File: src/common/acds_map.svh
// Purpose: register offsets, field positions and reset values for the
//          clock detect status block
// Assumes: byte addresses are four times the printed register index
// Notes:   included by the status block and its rate classifier
// Function
// - secondary port rate code sits in bits 7..2 at index 0x3F, reset zero
// - codes 1..10 mean 768000 down to 192000 Hz, each with a window
// - codes 11..20 mean 170667 down to 48000 Hz, 20 is 41895..49440
// - codes 21..30 mean 42667 down to 12000 Hz, 28 is 13905..16480
// - codes 31..40 mean 10667 down to 3000 Hz; 0, 41..63 reserved
// - reserved bits 1..0 and ratio high bits 7..6 read zero
// - ratio upper six bits in bits 5..0 at index 0x40, reset zero
// - third ratio register at index 0x41 resets to 0x00
// - ratio lower eight bits fill the third register, 14 bits total
`ifndef ACDS_MAP_SVH
`define ACDS_MAP_SVH

// ----------------------------------------------------------------------
// register map
// ----------------------------------------------------------------------
`define ACDS_IDX_RATE      8'h3F
`define ACDS_IDX_RATIO_HI  8'h40
`define ACDS_IDX_RATIO_LO  8'h41
`define ACDS_ADDR_W        10
`define ACDS_RESET_BYTE    8'h00
`define ACDS_RATE_LSB      2
`define ACDS_CODE_NONE     6'h00
`define ACDS_CODE_LAST     6'h28

`endif

File: src/common/acds_pkg.sv
// Purpose: shared types for the clock detect status block
// Assumes: nothing beyond the map header
// Notes:   bus state, rate code and ratio types; offsets live in the header
package acds_pkg;
  // ----------------------------------------------------------------------
  // types
  // ----------------------------------------------------------------------
  typedef enum logic [0:0] {ACDS_IDLE, ACDS_ACK} acds_bus_state_t;
  typedef logic [5:0] acds_code_t;
  typedef logic [13:0] acds_ratio_t;
endpackage

File: src/rtl/acds_rate_table.sv
// Purpose: classify a measured frame rate in Hz into a 6-bit rate code
// Assumes: rate is stable in the cycle it is sampled
// Notes:   registered output, one cycle latency; gaps give code 0
`timescale 1ns/100ps
`include "acds_map.svh"
module acds_rate_table
  import acds_pkg::*;
(
  input  wire logic        clk,
  input  wire logic        resetn,
  input  wire logic [19:0] rate_hz,
  output acds_code_t       code
);
  // lower and upper window edges, entry k is code k+1
  localparam logic [19:0] LO [40] = '{
    20'd670320, 20'd536256, 20'd446880, 20'd383040, 20'd335160,
    20'd297920, 20'd268128, 20'd223440, 20'd191520, 20'd167580,
    20'd148960, 20'd134064, 20'd111720, 20'd95760,  20'd83790,
    20'd74480,  20'd67032,  20'd55860,  20'd47880,  20'd41895,
    20'd37240,  20'd33516,  20'd27930,  20'd23940,  20'd20947,
    20'd18620,  20'd16758,  20'd13905,  20'd11970,  20'd10473,
    20'd9310,   20'd8379,   20'd6982,   20'd5985,   20'd5236,
    20'd4655,   20'd4189,   20'd3491,   20'd2992,   20'd2618};
  localparam logic [19:0] HI [40] = '{
    20'd791040, 20'd632832, 20'd527360, 20'd452022, 20'd395520,
    20'd351573, 20'd316416, 20'd263680, 20'd226011, 20'd197760,
    20'd175786, 20'd158208, 20'd131840, 20'd113005, 20'd98880,
    20'd87893,  20'd79104,  20'd65920,  20'd56502,  20'd49440,
    20'd43946,  20'd39552,  20'd32960,  20'd28251,  20'd24720,
    20'd21973,  20'd19776,  20'd16480,  20'd14125,  20'd12360,
    20'd10986,  20'd9888,   20'd8240,   20'd7062,   20'd6180,
    20'd5493,   20'd4944,   20'd4120,   20'd3531,   20'd3090};

  // codes whose nominal rate is fractional; they lose every overlap
  localparam logic [39:0] FRAC = 40'h4A_5294_A528;

  logic [39:0] hit;
  acds_code_t  next_code;

  // one window compare per code
  genvar g;
  generate
    for (g = 0; g < 40; g++)
    begin : g_win
      assign hit[g] = (rate_hz >= LO[g]) && (rate_hz <= HI[g]);
    end
  endgenerate

  // windows overlap only where a fractional rate meets a round one; the
  // round rate wins, so 48 kHz or 12 kHz never read as an odd neighbour
  always_comb
  begin
    next_code = `ACDS_CODE_NONE;
    for (int k = 39; k >= 0; k--)
    begin
      if (hit[k])
        next_code = 6'(k + 1);
    end
    for (int k = 39; k >= 0; k--)
    begin
      if (hit[k] && !FRAC[k])
        next_code = 6'(k + 1);
    end
  end

  always_ff @(posedge clk or negedge resetn)
  begin
    if (!resetn)
      code <= `ACDS_CODE_NONE;
    else
      code <= next_code;
  end
endmodule

File: src/rtl/acds_status.sv
// Purpose: read-only clock detect status registers on classic Wishbone
// Assumes: measurement engine gives rate and ratio with a done pulse
// Notes:   writes are acknowledged and ignored; unmapped reads return 0
//
// Chosen here: register access over Wishbone.
`timescale 1ns/100ps
`include "acds_map.svh"
module acds_status
  import acds_pkg::*;
(
  input  wire logic                    clk,
  input  wire logic                    resetn,
  input  wire logic                    wb_cyc_i,
  input  wire logic                    wb_stb_i,
  input  wire logic                    wb_we_i,
  input  wire logic [`ACDS_ADDR_W-1:0] wb_adr_i,
  input  wire logic [3:0]              wb_sel_i,
  input  wire logic [31:0]             wb_dat_i,
  output logic      [31:0]             wb_dat_o,
  output logic                         wb_ack_o,
  input  wire logic                    meas_done,
  input  wire logic                    meas_valid,
  input  wire logic [19:0]             meas_rate_hz,
  input  wire logic [13:0]             meas_ratio
);
  // ----------------------------------------------------------------------
  // measurement capture
  // ----------------------------------------------------------------------
  acds_code_t  table_code;
  acds_code_t  rate_code;
  acds_code_t  next_rate_code;
  acds_ratio_t ratio;
  acds_ratio_t next_ratio;
  logic        done_d;
  logic        valid_d;
  acds_ratio_t ratio_d;

  acds_rate_table u_table (
    .clk     (clk),
    .resetn  (resetn),
    .rate_hz (meas_rate_hz),
    .code    (table_code)
  );

  // ratio is delayed one cycle so both land with the table output
  always_ff @(posedge clk or negedge resetn)
  begin
    if (!resetn)
    begin
      done_d  <= 1'b0;
      valid_d <= 1'b0;
      ratio_d <= '0;
    end
    else
    begin
      done_d  <= meas_done;
      valid_d <= meas_valid;
      ratio_d <= meas_ratio;
    end
  end

  // both fields change in one edge so a read never sees a mix
  always_comb
  begin
    next_rate_code = rate_code;
    next_ratio     = ratio;
    if (done_d)
    begin
      next_rate_code = valid_d ? table_code : `ACDS_CODE_NONE;
      next_ratio     = ratio_d;
    end
  end

  always_ff @(posedge clk or negedge resetn)
  begin
    if (!resetn)
    begin
      rate_code <= `ACDS_CODE_NONE;
      ratio     <= '0;
    end
    else
    begin
      rate_code <= next_rate_code;
      ratio     <= next_ratio;
    end
  end

  // ----------------------------------------------------------------------
  // wishbone slave
  // ----------------------------------------------------------------------
  logic [7:0]  idx;
  logic [7:0]  rd_byte;
  logic [31:0] next_dat;
  logic        next_ack;

  assign idx = wb_adr_i[`ACDS_ADDR_W-1:2];

  // register read mux; reserved bits read zero
  always_comb
  begin
    case (idx)
      `ACDS_IDX_RATE:     rd_byte = {rate_code, 2'b00};
      `ACDS_IDX_RATIO_HI: rd_byte = {2'b00, ratio[13:8]};
      `ACDS_IDX_RATIO_LO: rd_byte = ratio[7:0];
      default:            rd_byte = `ACDS_RESET_BYTE;
    endcase
  end

  // one wait state, ack drops the cycle after it rose
  always_comb
  begin
    next_ack = wb_cyc_i && wb_stb_i && !wb_ack_o;
    next_dat = wb_dat_o;
    if (next_ack)
      next_dat = wb_we_i ? 32'h0000_0000 : {24'h00_0000, rd_byte};
  end

  always_ff @(posedge clk or negedge resetn)
  begin
    if (!resetn)
    begin
      wb_ack_o <= 1'b0;
      wb_dat_o <= 32'h0000_0000;
    end
    else
    begin
      wb_ack_o <= next_ack;
      wb_dat_o <= next_dat;
    end
  end
endmodule

File: config.mk
export PLATFORM = sky130hd
export DESIGN_NAME = acds_status
export DESIGN_NICKNAME = d
export VERILOG_FILES = /design/src/common/acds_pkg.sv /design/src/rtl/acds_rate_table.sv /design/src/rtl/acds_status.sv
export VERILOG_INCLUDE_DIRS = /design/src /design/src/common
export SDC_FILE = /design/constraint.sdc
export NUM_CORES = 1
export LEC_CHECK = 0
export BUFFER_PORTS_ARGS = -buffer_cell sky130_fd_sc_hd__buf_2
export CORE_MARGIN = 3
export CORE_UTILIZATION = 55
export DETAILED_ROUTE_END_ITERATION = 8
export PLACE_DENSITY = 0.85
export SYNTH_ARGS = -nofsm -noshare
export SYNTH_HDL_FRONTEND = slang
export SYNTH_SLANG_ARGS = --single-unit
File: constraint.sdc
create_clock -name clk -period 3.3 [get_ports clk]
set_input_delay 0.495 -clock clk [delete_from_list [all_inputs] [get_ports clk]]
set_output_delay 0.495 -clock clk [all_outputs]
set_load 0.01 [all_outputs]
==> qor.csv <==
stage,metric,value,unit
status,status,"finished, violations left",
status,failed_checks,design-rule violations,
global_route,grt_first_pass_wirelength,44220,microns
clock_tree,clk_root_buffer_cell,sky130_fd_sc_hd__clkbuf_8,
placed_design,placedInstanceArea,6833,sq um
power_and_ir_drop,power.clock.fraction,0.209,
die,placeable_core_area,10560,sq um
cells_and_area,insertedDiodeCount,0,
worst_setup_path,critical_path_class,primary input to flip-flop,
flow_run,timing.max_cap.violations,0,
hold_path,hold_path.class,primary input to flip-flop,
logic_synthesis,postSynthAreaPerCell,7.311,sq um
clock_tree,number_of_buffers_created_by_cts,5,
cells_and_area,multi_input_combinational_cell_area,4255,sq um
placed_design,routabilityCongestion,1.193,
sta,worst-slew-pin-transition,1.071,ns
global_route,gr-usage-all-layers,0.4550,
die,floorplan.die.width,111.1,microns
sta,final_hold_viol_count,0,
logic_synthesis,synth-edff-count,0,
worst_setup_path,timing.rr.start,wb_ack_o$_DFF_PN0_,
cells_and_area,drive_above_1_share,0.2322,
worst_setup_path,arrival,3.18,ns
cells_and_area,most-common-layout-cells,"95 x sky130_fd_sc_hd__buf_4, 77 x sky130_fd_sc_hd__nand2_1, 57 x sky130_fd_sc_hd__o21ai_0, 57 x sky130_fd_sc_hd__buf_2, 53 x sky130_fd_sc_hd__a21oi_1",
routing,antenna_violating_nets_post_route,0,
sta,fin_tns_setup,0,ns
clock_tree,cts.clk_slew.worst_paths,0.10,ns
die,io_pins,120,
worst_setup_path,critPathLaunchType,primary input,
routing,wirelength,29380,microns
logic_synthesis,synth-warning-count,0,
clock_tree,cts.hold.buffers_added,0,
logic_synthesis,fraction_of_the_yosys_area_taken_by_sequential_cells,0.2100,
routing,vias,8038,
power_and_ir_drop,p_seq_frac,0.400,
logic_synthesis,yosys_most_used_dff,sky130_fd_sc_hd__dfrtp_1,
cells_and_area,final_cell_area,6928,sq um
clock_tree,cts_resized,0,
logic_synthesis,netlist_instances,831,
global_route,grt_antenna_before_repair,0,
worst_setup_path,rrSetupSlack,1.34,ns
logic_synthesis,synthesized_area,6076,sq um
die,placementRows,37,
worst_setup_path,critPathCapture,u_table.code[1]$_DFF_PN0_,
worst_setup_path,critPathCaptureType,flip-flop,
cells_and_area,fillCellCount,965,
power_and_ir_drop,switchingPower,671.5,uW
sta,fin_crit,2.960,ns
die,die_h,111.1,microns
power_and_ir_drop,switching_share,0.3855,
sta,rsz0062_at_grt,false,
sta,slew-limit-headroom,0.2858,
die,dieArea,12340,sq um
clock_tree,numClockSinks,51,
die,floorplan.initialDensity,0.5756,
worst_setup_path,crit_path_max_fanout,16,
logic_synthesis,synth_area_leaders,"sky130_fd_sc_hd__dfrtp_1 21%, sky130_fd_sc_hd__nand2_1 4.8%, sky130_fd_sc_hd__o21ai_0 4.7%",
power_and_ir_drop,power.density,251.4,nW/um^2
clock_tree,cts.htree.levels,2,
worst_setup_path,critical_path_required,3.52,ns
routing,drt-initial-drc-count,1579,
routing,drc_violations_left,22,
logic_synthesis,postSynth.asyncResetShare,1.000,
sta,fmax,337.9,MHz
routing,drt_pass1_iterations,9,
routing,routedWlPerCell,28.01,microns
power_and_ir_drop,combinationalPowerShare,0.391,
global_route,number_of_global_route_vias_before_repair,7489,
sta,skew,0.01792,ns
sta,timing.final.max_slew_violations,0,
logic_synthesis,synth.lib_cells_used.distinct,84,
global_route,grt_max_degree,52,
worst_setup_path,timing.critical_path.from,meas_rate_hz[18],
routing,route.detailed.vias_per_inst,7.663,
cells_and_area,num-nets-final,999,
cells_and_area,register_cell_area_after_layout,1276,sq um
logic_synthesis,synth_largest_area_cell,sky130_fd_sc_hd__dfrtp_1,
clock_tree,clk_latency,0.30,ns
cells_and_area,layout_area_overhead,14.02,%
power_and_ir_drop,power_report.internal_total,1071,uW
power_and_ir_drop,cellLeakagePower,0.002718,uW
cells_and_area,finalCoreUtilization,0.6564,
logic_synthesis,synth.ff_latch_count,51,
sta,min_period_over_period,0.8969,
clock_tree,cts_post_setup_buffers_inserted,0,
worst_setup_path,r2r_cells,4,
placed_design,dpl_hpwl,21760,microns
sta,setup_viol_count_final,0,
worst_setup_path,r2r_end,wb_dat_o[0]$_DFFE_PN0P_,
cells_and_area,final_common_cell,sky130_fd_sc_hd__buf_4,
logic_synthesis,post-synth-top-area-fraction,0.2100,
power_and_ir_drop,vdd_drop_max,204.3,uV
clock_tree,clock_tree_from_tritoncts,yes,
global_route,grt-ovfl-total,0,
clock_tree,clk_path_buf_depth,2,
placed_design,numPortBuffers,57,
==> worst max-delay path: stages <==
cell                       delay [ns]
sky130_fd_sc_hd__buf_2           0.22
sky130_fd_sc_hd__or3_1           0.40
sky130_fd_sc_hd__a21oi_1         0.60
sky130_fd_sc_hd__o2111a_1        0.41
sky130_fd_sc_hd__o32ai_2         0.12
sky130_fd_sc_hd__buf_4           0.18
sky130_fd_sc_hd__nand3_1         0.09
sky130_fd_sc_hd__nor4b_1         0.05
sky130_fd_sc_hd__a311o_1         0.39
sky130_fd_sc_hd__a41oi_2         0.19
==> power groups by stage <==
stage | clock (uW) | sequential, uW | combinational, uW
after floorplan | 0 | 694 | 396
after global placement | 0 | 702 | 628
after detailed placement | 0 | 708 | 630
after CTS | 364 | 695 | 633
after global routing | 394 | 702 | 700
final | 365 | 696 | 681
==> through the flow <==
stage | power [uW] | worst slack (ns) | hold slack (ns) | instances
global route | 1796 | 0.3277 | 0.2817 | 1049
global placement | 1330 | 0.2330 | 0.4570 | 1041
CTS | 1693 | 0.5377 | 0.2963 | 1049
finish | 1742 | 0.3402 | 0.2906 | 1049
detailed placement | 1338 | 0.2331 | 0.4644 | 1041
floorplan | 1090 | 0.8113 | 0.1994 | 854
==> cell type report <==
cell class                 count  share of cell area
multi-input combinational    684              0.6142
sequential                    51              0.1842
timing repair buffer         156              0.1557
tap                          136             0.02456
clock buffer                   7             0.01246
inverter                      14            0.007585
clock inverter                 1            0.001264
==> Yosys cell counts, drive strengths merged, types with 5 or more instances <==
| library cell | instances |
|---|---|
| nand4 | 31 |
| nand4b | 6 |
| o21a | 6 |
| nand3 | 39 |
| o21ai | 59 |
| o2111ai | 6 |
| a41oi | 5 |
| or3 | 10 |
| dfrtp | 51 |
| o311ai | 5 |
| and4bb | 6 |
| o31a | 5 |
| nor2b | 17 |
| a21oi | 53 |
| nor4b | 6 |
| nor2 | 49 |
| nand3b | 5 |
| nand2 | 77 |
| mux2 | 14 |
| clkbuf | 25 |
| a21o | 5 |
| buf | 80 |
| a211oi | 12 |
| or2 | 16 |
| and2 | 8 |
| a32o | 5 |
| nor3 | 36 |
| or4 | 8 |
| mux2i | 6 |
| a31oi | 18 |
| o211ai | 12 |
| nor4 | 26 |
| nand2b | 16 |
| and3 | 10 |
| o31ai | 8 |
| a22o | 7 |
| inv | 13 |
| nor3b | 5 |
==> layer usage <==
metal,global-route usage,part of all wire
met5,0,0
met4,0.2409,0.082
met3,0.2041,0.18
met2,0.6561,0.39
met1,0.5687,0.34
==> worst min path at each step <==
stage | startpoint | endpoint | slack (ns) | depth (start not counted)
after CTS | meas_ratio[0] | ratio_d[0]$_DFF_PN0_ | 0.30 | 1
after global placement | ratio_d[2]$_DFF_PN0_ | ratio[2]$_DFFE_PN0P_ | 0.46 | 1
after global routing | meas_ratio[13] | ratio_d[13]$_DFF_PN0_ | 0.28 | 1
after detailed placement | ratio_d[8]$_DFF_PN0_ | ratio[8]$_DFFE_PN0P_ | 0.46 | 1
after floorplan | resetn | done_d$_DFF_PN0_ | 0.20 | 0
final | meas_ratio[7] | ratio_d[7]$_DFF_PN0_ | 0.29 | 1
==> cell families (layout without fill, tap and decap cells) <==
logic type      Yosys count  after routing  share of synthesized area
simple gates            384            384                     0.3598
mux                      20             20                    0.03583
flops                    51             51                     0.2100
other cells               1             24                  0.0006172
compound gates          256            256                     0.2900
buf+inv                 119            178                     0.1038
==> flip-flops by register name (all words and copies together) (netlist names) <==
name / flops
ratio: 14
done_d: 1
valid_d: 1
wb_dat_o: 8
ratio_d: 14
rate_code: 6
u_table.code: 6
wb_ack_o: 1
Note: power is estimated with default switching activity, not from simulation.
